==> src/pkg/quad_uart_map.vh <==
// Register map, field positions, reset values and counts of the quad UART
// front end. Assumes inclusion by bare name from the design files.
`ifndef QUAD_UART_MAP_VH
`define QUAD_UART_MAP_VH

// Channel space (top two address lines low): offset in address bits 3:0
`define CH_DIV_LOW 4'h0
`define CH_DIV_HIGH 4'h1
`define CH_DIV_FRAC 4'h2
`define CH_FIFO_CTRL 4'h3
`define CH_MODEM_CTRL 4'h4
`define CH_HALF_DUPLEX 4'h5

// Configuration space (top address line high): full address
`define CFG_GLOBAL_RESET 8'h80
`define CFG_BROADCAST 8'h81
`define CFG_EIGHT_X 8'h82
`define CFG_IRQ_STATE 8'h83

// Reset values
`define DIV_LOW_RST 8'h01
`define DIV_HIGH_RST 8'h00
`define DIV_FRAC_RST 4'h0
`define FIFO_CTRL_RST 8'h00
`define MODEM_CTRL_RST 8'h00
`define HALF_DUPLEX_RST 1'b0
`define BROADCAST_RST 1'b0
`define EIGHT_X_RST 4'h0

// Field positions
`define BCAST_BIT 0
`define FIFO_EN_BIT 0
`define PRESCALE_BIT 7
`define HALF_DUPLEX_BIT 0

// Counts
`define PRESCALE_LAST 2'h3
`define SAMPLES_16X_LAST 4'hf
`define SAMPLES_8X_LAST 4'h7

`endif

==> src/hw/baud_gen.v <==
// One channel's prescaler and fractional baud generator.
// Assumes divisor inputs come from registers on the same clock.
`timescale 1ns/1ns
`include "quad_uart_map.vh"
module baud_gen (
	input wire clk, // Oscillator clock
	input wire sys_rst, // Asynchronous reset, active high
	input wire soft_rst, // Synchronous restart pulse
	input wire [15:0] div_int, // Integer part of divisor
	input wire [3:0] div_frac, // Fraction in sixteenths
	input wire prescale4, // Divide input clock by 4
	input wire eight_x, // Eight samples per bit
	output reg sample_tick_q, // Sampling clock pulse
	output reg bit_tick_q // Bit time pulse
);
	reg [1:0] pre_q;
	reg [16:0] cnt_q;
	reg [3:0] acc_q;
	reg [3:0] smp_q;
	wire pre_tick = ~prescale4 | (pre_q == `PRESCALE_LAST);
	wire [16:0] div_eff = (div_int == 16'h0000) ? 17'h00001 :
		{1'b0, div_int};
	wire [4:0] acc_sum = {1'b0, acc_q} + {1'b0, div_frac};
	wire [3:0] smp_last = eight_x ? `SAMPLES_8X_LAST : `SAMPLES_16X_LAST;

	always @(posedge clk or posedge sys_rst) begin
		if (sys_rst) begin
			pre_q <= 2'h0;
			cnt_q <= 17'h00000;
			acc_q <= 4'h0;
			smp_q <= 4'h0;
			sample_tick_q <= 1'b0;
			bit_tick_q <= 1'b0;
		end else if (soft_rst) begin
			pre_q <= 2'h0;
			cnt_q <= 17'h00000;
			acc_q <= 4'h0;
			smp_q <= 4'h0;
			sample_tick_q <= 1'b0;
			bit_tick_q <= 1'b0;
		end else begin
			sample_tick_q <= 1'b0;
			bit_tick_q <= 1'b0;
			pre_q <= (prescale4 && !pre_tick) ? pre_q + 2'h1 : 2'h0;
			if (pre_tick) begin
				if (cnt_q == 17'h00000) begin
					sample_tick_q <= 1'b1;
					acc_q <= acc_sum[3:0];
					cnt_q <= div_eff - 17'h00001 + {16'h0000, acc_sum[4]};
					if (smp_q >= smp_last) begin
						smp_q <= 4'h0;
						bit_tick_q <= 1'b1;
					end else begin
						smp_q <= smp_q + 4'h1;
					end
				end else begin
					cnt_q <= cnt_q - 17'h00001;
				end
			end
		end
	end
endmodule

==> src/hw/quad_uart_front.v <==
// Host front end of a four-channel UART: bus decode, channel registers,
// broadcast writes, interrupt levels and per-channel baud generators.
// Assumes host pins are asynchronous and hold address and data steady
// for at least three clocks around each strobe edge; line status inputs
// come from transmit and receive logic on the same clock.
`timescale 1ns/1ns
`include "quad_uart_map.vh"

// How it works
// - Writing the global reset register restores every channel register default.
// - Bus cycles count only while chip select is low.
// - Top two address lines low: next two lines pick channel 0 to 3.
// - Broadcast bit set: any channel write lands in all four channels.
// - Tx, no FIFO, no half-duplex: high while holding register full.
// - Tx, no FIFO, half-duplex: high until whole transmitter empty.
// - Tx FIFO: high above trigger, low below or empty.
// - Rx: low on one byte or FIFO above trigger, else high.
// - One clock drives all baud generators and the other logic.
// - Per-channel prescaler divides by 1 or 4, from modem control bit 7.
// - Baud generator divides by 1 to under 65536 in sixteenths.
// - Reset gives divisor one: low byte one, high and fraction zero.
// - Low and high bytes form integer; fraction has four bits.
// - Sampling clock paces transmit shifting and receive sampling.
// - Eight-times sampling doubles rate; odd fraction jitters bit time.
// - A bit lasts sixteen samples, or eight in eight-times mode.
module quad_uart_front (
	input wire clk, // Oscillator clock for all logic
	input wire sys_rst, // Asynchronous reset, active high
	input wire cs_n, // Chip select pin, active low
	input wire wr_n, // Write strobe pin, active low
	input wire rd_n, // Read strobe pin, active low
	input wire [7:0] addr, // Address pins
	input wire [7:0] wdata, // Write data pins
	output wire [7:0] rdata_q, // Read data word
	output wire rdata_valid_q, // Read data word is present
	input wire rdata_ready, // Reader takes the word
	input wire [3:0] thr_full, // Holding register has a byte
	input wire [3:0] tx_all_empty, // Holding and shift registers empty
	input wire [3:0] tx_fifo_empty, // Transmit FIFO empty
	input wire [3:0] tx_above_trig, // Transmit FIFO above trigger level
	input wire [3:0] rx_ready, // Receiver holds a byte
	input wire [3:0] rx_above_trig, // Receive FIFO above trigger level
	output reg [3:0] tx_irq_q, // Transmit interrupt level per channel
	output reg [3:0] rx_irq_q, // Receive interrupt level per channel
	output reg [3:0] fifo_en_q, // FIFO enable per channel
	output reg soft_rst_q, // Channel logic restart pulse
	output wire [3:0] sample_tick_q, // Sampling clock per channel
	output wire [3:0] bit_tick_q // Bit time pulse per channel
);
	reg [18:0] pin_meta_q;
	reg [18:0] pin_sync_q;
	reg wr_prev_q;
	reg rd_prev_q;
	reg [7:0] div_low_q [0:3];
	reg [7:0] div_high_q [0:3];
	reg [3:0] div_frac_q [0:3];
	reg [7:0] fifo_ctrl_q [0:3];
	reg [7:0] modem_ctrl_q [0:3];
	reg [3:0] half_duplex_q;
	reg bcast_q;
	reg [3:0] eight_x_q;
	reg pend_q;
	reg [7:0] pend_data_q;
	reg [7:0] rd_word;
	reg [3:0] wr_mask;
	wire pend_ready;
	integer i;

	wire s_cs_n = pin_sync_q[18];
	wire s_wr_n = pin_sync_q[17];
	wire s_rd_n = pin_sync_q[16];
	wire [7:0] s_addr = pin_sync_q[15:8];
	wire [7:0] s_wdata = pin_sync_q[7:0];
	wire wr_take = wr_prev_q & ~s_wr_n & ~s_cs_n;
	wire rd_take = rd_prev_q & ~s_rd_n & ~s_cs_n;
	wire is_cfg = s_addr[7];
	wire ch_ok = ~s_addr[7] & ~s_addr[6];
	wire [1:0] ch = s_addr[5:4];
	wire [3:0] off = s_addr[3:0];

	// Transmit interrupt level for one channel
	function tx_level;
		input fifo_en;
		input hd;
		input held;
		input all_empty;
		input fifo_empty;
		input above;
		begin
			if (!fifo_en) begin
				tx_level = hd ? ~all_empty : held;
			end else begin
				tx_level = above & ~(hd ? all_empty : fifo_empty);
			end
		end
	endfunction

	// Receive interrupt level: low means data to unload
	function rx_level;
		input fifo_en;
		input ready;
		input above;
		begin
			rx_level = fifo_en ? ~above : ~ready;
		end
	endfunction

	// Pin synchroniser; the first stage feeds only the second
	always @(posedge clk or posedge sys_rst) begin
		if (sys_rst) begin
			pin_meta_q <= 19'h70000;
			pin_sync_q <= 19'h70000;
			wr_prev_q <= 1'b1;
			rd_prev_q <= 1'b1;
		end else begin
			pin_meta_q <= {cs_n, wr_n, rd_n, addr, wdata};
			pin_sync_q <= pin_meta_q;
			wr_prev_q <= s_wr_n;
			rd_prev_q <= s_rd_n;
		end
	end

	// Channels reached by a write
	always @* begin
		wr_mask = 4'h0;
		if (wr_take && ch_ok) begin
			if (bcast_q) begin
				wr_mask = 4'hf;
			end else begin
				wr_mask[ch] = 1'b1;
			end
		end
	end

	always @(posedge clk or posedge sys_rst) begin
		if (sys_rst) begin
			for (i = 0; i < 4; i = i + 1) begin
				div_low_q[i] <= `DIV_LOW_RST;
				div_high_q[i] <= `DIV_HIGH_RST;
				div_frac_q[i] <= `DIV_FRAC_RST;
				fifo_ctrl_q[i] <= `FIFO_CTRL_RST;
				modem_ctrl_q[i] <= `MODEM_CTRL_RST;
			end
			half_duplex_q <= {4{`HALF_DUPLEX_RST}};
			bcast_q <= `BROADCAST_RST;
			eight_x_q <= `EIGHT_X_RST;
			soft_rst_q <= 1'b0;
		end else begin
			soft_rst_q <= 1'b0;
			if (wr_take && s_addr == `CFG_GLOBAL_RESET) begin
				for (i = 0; i < 4; i = i + 1) begin
					div_low_q[i] <= `DIV_LOW_RST;
					div_high_q[i] <= `DIV_HIGH_RST;
					div_frac_q[i] <= `DIV_FRAC_RST;
					fifo_ctrl_q[i] <= `FIFO_CTRL_RST;
					modem_ctrl_q[i] <= `MODEM_CTRL_RST;
				end
				half_duplex_q <= {4{`HALF_DUPLEX_RST}};
				soft_rst_q <= 1'b1;
			end else begin
				if (wr_take && s_addr == `CFG_BROADCAST) begin
					bcast_q <= s_wdata[`BCAST_BIT];
				end else if (wr_take && s_addr == `CFG_EIGHT_X) begin
					eight_x_q <= s_wdata[3:0];
				end
				for (i = 0; i < 4; i = i + 1) begin
					if (wr_mask[i]) begin
						if (off == `CH_DIV_LOW) begin
							div_low_q[i] <= s_wdata;
						end else if (off == `CH_DIV_HIGH) begin
							div_high_q[i] <= s_wdata;
						end else if (off == `CH_DIV_FRAC) begin
							div_frac_q[i] <= s_wdata[3:0];
						end else if (off == `CH_FIFO_CTRL) begin
							fifo_ctrl_q[i] <= s_wdata;
						end else if (off == `CH_MODEM_CTRL) begin
							modem_ctrl_q[i] <= s_wdata;
						end else if (off == `CH_HALF_DUPLEX) begin
							half_duplex_q[i] <= s_wdata[`HALF_DUPLEX_BIT];
						end
					end
				end
			end
		end
	end

	// Read data word for the addressed register; unmapped reads give zero
	always @* begin
		rd_word = 8'h00;
		if (is_cfg) begin
			if (s_addr == `CFG_BROADCAST) begin
				rd_word = {7'h00, bcast_q};
			end else if (s_addr == `CFG_EIGHT_X) begin
				rd_word = {4'h0, eight_x_q};
			end else if (s_addr == `CFG_IRQ_STATE) begin
				rd_word = {rx_irq_q, tx_irq_q};
			end
		end else if (ch_ok) begin
			if (off == `CH_DIV_LOW) begin
				rd_word = div_low_q[ch];
			end else if (off == `CH_DIV_HIGH) begin
				rd_word = div_high_q[ch];
			end else if (off == `CH_DIV_FRAC) begin
				rd_word = {4'h0, div_frac_q[ch]};
			end else if (off == `CH_FIFO_CTRL) begin
				rd_word = fifo_ctrl_q[ch];
			end else if (off == `CH_MODEM_CTRL) begin
				rd_word = modem_ctrl_q[ch];
			end else if (off == `CH_HALF_DUPLEX) begin
				rd_word = {7'h00, half_duplex_q[ch]};
			end
		end
	end

	// One read waits here until the buffer takes it; reads meanwhile drop
	always @(posedge clk or posedge sys_rst) begin
		if (sys_rst) begin
			pend_q <= 1'b0;
			pend_data_q <= 8'h00;
		end else if (!pend_q) begin
			if (rd_take) begin
				pend_q <= 1'b1;
				pend_data_q <= rd_word;
			end
		end else if (pend_ready) begin
			pend_q <= 1'b0;
		end
	end

	skid_buffer2 u_rd_buf (
		.clk(clk),
		.sys_rst(sys_rst),
		.in_valid(pend_q),
		.in_ready(pend_ready),
		.in_data(pend_data_q),
		.out_valid_q(rdata_valid_q),
		.out_ready(rdata_ready),
		.out_data_q(rdata_q)
	);

	always @(posedge clk or posedge sys_rst) begin
		if (sys_rst) begin
			tx_irq_q <= 4'h0;
			rx_irq_q <= 4'hf;
			fifo_en_q <= 4'h0;
		end else begin
			for (i = 0; i < 4; i = i + 1) begin
				fifo_en_q[i] <= fifo_ctrl_q[i][`FIFO_EN_BIT];
				tx_irq_q[i] <= tx_level(fifo_ctrl_q[i][`FIFO_EN_BIT],
					half_duplex_q[i], thr_full[i], tx_all_empty[i],
					tx_fifo_empty[i], tx_above_trig[i]);
				rx_irq_q[i] <= rx_level(fifo_ctrl_q[i][`FIFO_EN_BIT],
					rx_ready[i], rx_above_trig[i]);
			end
		end
	end

	// Every generator runs on the one oscillator clock
	genvar g;
	generate
		for (g = 0; g < 4; g = g + 1) begin : chan
			baud_gen u_baud (
				.clk(clk),
				.sys_rst(sys_rst),
				.soft_rst(soft_rst_q),
				.div_int({div_high_q[g], div_low_q[g]}),
				.div_frac(div_frac_q[g]),
				.prescale4(modem_ctrl_q[g][`PRESCALE_BIT]),
				.eight_x(eight_x_q[g]),
				.sample_tick_q(sample_tick_q[g]),
				.bit_tick_q(bit_tick_q[g])
			);
		end
	endgenerate
endmodule

==> src/hw/skid_buffer2.v <==
// Two-entry buffer with valid and ready on both sides; outputs from flops.
// Assumes a single clock shared by producer and consumer.
`timescale 1ns/1ns
module skid_buffer2 (
	input wire clk, // System clock
	input wire sys_rst, // Asynchronous reset, active high
	input wire in_valid, // Producer has a word
	output wire in_ready, // Buffer can take a word
	input wire [7:0] in_data, // Word from producer
	output reg out_valid_q, // Buffer holds a word for consumer
	input wire out_ready, // Consumer takes the word
	output reg [7:0] out_data_q // Word to consumer
);
	reg skid_valid_q;
	reg [7:0] skid_data_q;
	wire push = in_valid & in_ready;
	wire pop = out_valid_q & out_ready;

	assign in_ready = ~skid_valid_q;

	always @(posedge clk or posedge sys_rst) begin
		if (sys_rst) begin
			out_valid_q <= 1'b0;
			out_data_q <= 8'h00;
			skid_valid_q <= 1'b0;
			skid_data_q <= 8'h00;
		end else if (pop) begin
			if (skid_valid_q) begin
				out_data_q <= skid_data_q;
				skid_valid_q <= 1'b0;
			end else if (push) begin
				out_data_q <= in_data;
			end else begin
				out_valid_q <= 1'b0;
			end
		end else if (push) begin
			if (!out_valid_q) begin
				out_data_q <= in_data;
				out_valid_q <= 1'b1;
			end else begin
				skid_data_q <= in_data;
				skid_valid_q <= 1'b1;
			end
		end
	end
endmodule

==> config.mk <==
export PLATFORM = sky130hd
export DESIGN_NAME = quad_uart_front
export DESIGN_NICKNAME = d
export VERILOG_FILES = /design/src/hw/baud_gen.v /design/src/hw/quad_uart_front.v /design/src/hw/skid_buffer2.v
export VERILOG_INCLUDE_DIRS = /design/src /design/src/pkg
export SDC_FILE = /design/constraint.sdc
export NUM_CORES = 1
export LEC_CHECK = 0
export ABC_AREA = 1
export BUFFER_PORTS_ARGS = -buffer_cell sky130_fd_sc_hd__buf_2
export CELL_PAD_IN_SITES_DETAIL_PLACEMENT = 1
export CELL_PAD_IN_SITES_GLOBAL_PLACEMENT = 1
export CORE_MARGIN = 2
export CORE_UTILIZATION = 43
export CTS_CLUSTER_SIZE = 24
export DETAILED_ROUTE_END_ITERATION = 12
export PLACE_DENSITY = 0.78
export SETUP_SLACK_MARGIN = 0.3
export SLEW_MARGIN = 10
export SYNTH_ARGS = -nofsm -noshare
export SYNTH_HDL_FRONTEND = slang
export SYNTH_SLANG_ARGS = --single-unit
==> constraint.sdc <==
create_clock -name clk -period 12.3 [get_ports clk]
set_clock_uncertainty 0.15 [all_clocks]
set_input_delay 2.46 -clock clk [delete_from_list [all_inputs] [get_ports clk]]
set_output_delay 2.46 -clock clk [all_outputs]
set_load 0.005 [all_outputs]
==> metrics.md <==
| Metric | Value |
|---|---|
| Status | finished, final reports clean |
| Comb power frac | about a fifth |
| TritonRoute pass-1 iters | 5 |
| Post-CTS Setup Bufs | 0 |
| Multiplexer share of the synthesized area | 0.9513% |
| # setup viols final | 0 |
| CTS-repair resized insts | 0 |
| Startpoint types | input pin |
| Worst-case clock buffer depth | 3 |
| Post-Synth Simple-Gate Area | 24.25% |
| Vias/cell | ~5.5 |
| Int Pwr | 2.360 mW |
| Adder-cell share of the synthesized area | between 3 and 4% |
| Period utilization | between 30% and 40% |
| IO buf count | 75 |
| Max Cap Viol | 0 |
| Mapped Cells | 2236 |
| Post-layout min period | roughly 4.6 ns |
| Synth Warn # | 0 |
| Post-Synthesis Cell Area | 18280 sq um |
| Worst rel slew slack | between 10% and 20% |
| Most common cell after layout, fill and taps aside | nand2_1 |
| Final net count | about 2400 |
| Most frequent cells in the layout | nand2_1 (579), dfrtp_1 (333), nor2_1 (237), o21ai_0 (207), inv_1 (195) |
| Compound-Gate Fraction of Synth Area | between 10% and 20% |
| Switch Pwr | roughly 1.2 mW |
| I/O pins | 76 |
| Average cell area after synthesis | 8.176 sq um |
| CP Max Fanout | 81 |
| Worst slack, placed | approximately 7.0 ns |
| Most used DFF post-synth | dfrtp_1 |
| Kind of critical path | input pin to asynchronous set/reset pin |
| Sequential element share of the synthesized area | a little under half |
| Hpwl dp | slightly above 40000 um |
| Seq pwr share | between 40% and 50% |
| Core footprint | around 42000 sq um |
| All-Layer GR Usage | between 20% and 30% |
| CTS clock-pin slew for the worst setup and hold paths | ~0.060 ns |
| Starting Density | between 40% and 50% |
| RSZ-0062 raised after global routing | no |
| Hold Path Class | flip-flop to flip-flop |
| Worst path arrival time | 4.96 ns |
| Non-filler cells in the finished layout | roughly 2900 |
| Floorplan row count | 75 |
| Layout cell share with drive strength beyond 1 | ~11% |
| Sink Count | about 350 |
| Die extent in x | around 210 um |
| Vias in the first global route | 16660 |
| Quantity of hold-fixing buffers added after cts | 0 |
| Req. time, crit path | around 13 ns |
| Sw frac | about a third |
| Root Driver | clkbuf_16 |
| Global-route wire length before repair | between 90000 and 100000 um |
| Full die area | 44180 sq um |
| CTS Buf Count | 40 |
| PD cells | ~170 nW/um^2 |
| Fmax | around 220 MHz |
| Area occupied by multi-input gates | ~8400 sq um |
| R2r setup slk | around 8.9 ns |
| Worst ir drop on vdd | roughly 0.13 mV |
| Worst-Margin Slew | 1.277 ns |
| Register Area | approximately 9000 sq um |
| Vias | about 16000 |
| DIE HEIGHT | 210.2 um |
| Post-synth EDFFs | 0 |
| Netlist cell types | 54 |
| Initial antenna violation count | 0 |
| Overflow after GRT | 0 |
| # DRC | 0 |
| FFs w/ async S/R, synth | 100.0% |
| Setup TNS | 0 ns |
| Routed Antenna Nets | 0 |
| Worst setup margin | 7.747 ns |
| Clock power share | ~36% |
| Largest family of logic cells by synthesized area | simple AND/OR/NAND/NOR gates |
| Synthesized flop and latch total | around 350 |
| CP endpoint kind | asynchronous set/reset pin |
| Diodes inserted | 0 |
| Largest net degree at the start of global routing | ~170 |
| Slew Viols, Final | 0 |
| Clock latency on the worst-skew pair | 0.58 ns |
| Fill cell count | 5044 |
| WL/cell | roughly 20 um |
| Synth Net Count | ~2300 |
| Final GP Congestion | 0.9212 |
| CTS tree | yes |
| Starting DRT DRC Count | about 1000 |
| Hold_ws | approximately 0.19 ns |
| Xor/xnor share of the synthesized area | 4.647% |
| Total wire length | 57110 um |
| Pleak | 9.798 nW |
| H-tree Lvls | 2 |
| Area Growth Syn to Fin | 11.53% |
| Dpl cells | between 2000 and 3000 |
| Final count of hold timing violations | 0 |
## registers in the layout, indices dropped and copies added (netlist names), 16 cells and up
name               cells
pin_meta_q            19
chan.u_baud.smp_q     16
div_high_q            32
div_low_q             32
div_frac_q            16
modem_ctrl_q          32
chan.u_baud.acc_q     16
pin_sync_q            19
fifo_ctrl_q           32
chan.u_baud.cnt_q     68
## logic make-up (layout without fill, tap and decap cells)
group	after synthesis	in the layout
xor gates and xnor gates	97	97
DFF	349	349
muxes	16	16
and+or+nand+nor	1041	1041
adders and majority gates	44	44
AOI/OAI and AO/OA	410	410
buffers and inverters	279	365
## Yosys cell counts (2+ instances only)
| cell type | count | area share, % |
|---|---|---|
| buf_6 | 8 | 0.49 |
| a221oi_1 | 3 | 0.14 |
| fa_1 | 4 | 0.44 |
| a22oi_1 | 11 | 0.45 |
| nor4_1 | 2 | 0.068 |
| nor3_1 | 27 | 0.74 |
| nor2_1 | 237 | 4.9 |
| inv_1 | 196 | 4.0 |
| inv_2 | 14 | 0.29 |
| nand2_2 | 14 | 0.48 |
| nand2_1 | 579 | 12 |
| ha_1 | 40 | 2.7 |
| nand3_2 | 6 | 0.33 |
| nor2_2 | 8 | 0.27 |
| nand3_1 | 99 | 2.7 |
| clkinv_1 | 3 | 0.062 |
| o211ai_1 | 4 | 0.16 |
| dfstp_2 | 16 | 2.3 |
| a21oi_1 | 66 | 1.8 |
| o31ai_1 | 4 | 0.16 |
| buf_1 | 3 | 0.062 |
| o2111ai_1 | 10 | 0.48 |
| a31o_2 | 2 | 0.096 |
| and2_1 | 4 | 0.14 |
| nor3_4 | 2 | 0.18 |
| clkbuf_1 | 24 | 0.49 |
| nand3b_1 | 6 | 0.25 |
| mux2i_1 | 5 | 0.27 |
| xnor2_1 | 7 | 0.34 |
| or2_2 | 13 | 0.44 |
| o22ai_1 | 27 | 0.92 |
| nor2_4 | 7 | 0.43 |
| o21ai_2 | 23 | 1.1 |
| nand4_1 | 31 | 1.1 |
| buf_2 | 20 | 0.55 |
| a31oi_1 | 5 | 0.17 |
| buf_4 | 10 | 0.41 |
| dfrtp_1 | 333 | 46 |
| o21ai_1 | 37 | 1.0 |
| a22o_1 | 5 | 0.24 |
| o41ai_1 | 2 | 0.096 |
| mux2_2 | 11 | 0.68 |
| o21ai_0 | 208 | 5.7 |
| xor2_1 | 90 | 4.3 |
## path summary, 6_finish.rpt
check | end | startpoint | cells past startpoint
setup / recovery | fifo_en_q[2] | sys_rst | 4
hold / removal | pin_sync_q[14] | pin_meta_q[14] | 0
setup reg to reg | chan[2].u_baud.cnt_q[10] | div_frac_q[4] | 13
hold reg to reg | pin_sync_q[14] | pin_meta_q[14] | 0
max in group clk | u_rd_buf.out_data_q[6] | rdata_ready | 6
min in group asynchronous | chan[1].u_baud.cnt_q[12] | sys_rst | 2
## per-stage QoR
stage	total power [mW]	utilization, %	cell area (sq um)
2_1_floorplan	2.030	-	18290
3_3_place_gp	2.207	45.33	19010
3_5_place_dp	2.262	45.33	19010
4_1_cts	3.536	48.61	20390
5_1_grt	3.716	48.61	20390
6_report	3.513	48.61	20390
## final cells by class
class	instances	area share [%]
inverter	213	3.939
multi-input combinational	1608	40.99
clock buffer	60	5.774
clock inverter	12	0.9756
tap	539	3.307
sequential	349	42.93
timing repair buffer	80	2.086
## metal layers
layer / global-route usage (%) / share of wire (%) / vias up / routed length (um)
met5: 0 / 0 / - / 0
met4: 10.44 / 3.6 / 0 / 2041
met3: 3.769 / 4.1 / 115 / 2346
met2: 44.99 / 49 / 337 / 27760
met1: 34.35 / 44 / 7880 / 24960
li1: - / - / 7419 / -
## critical path, stage by stage
cell and delay [ns]:
buf_2 0.13, clkinvlp_4 0.59, buf_4 0.80, buf_4 0.88
## power groups by stage
stage / clock network [mW] / logic, mW / registers (mW)
finish: 1.26 / 0.748 / 1.51
global route: 1.32 / 0.864 / 1.53
CTS: 1.28 / 0.753 / 1.50
detailed placement: 0 / 0.740 / 1.52
global placement: 0 / 0.698 / 1.51
floorplan: 0 / 0.558 / 1.47
Note: power is estimated with default switching activity, not from simulation.
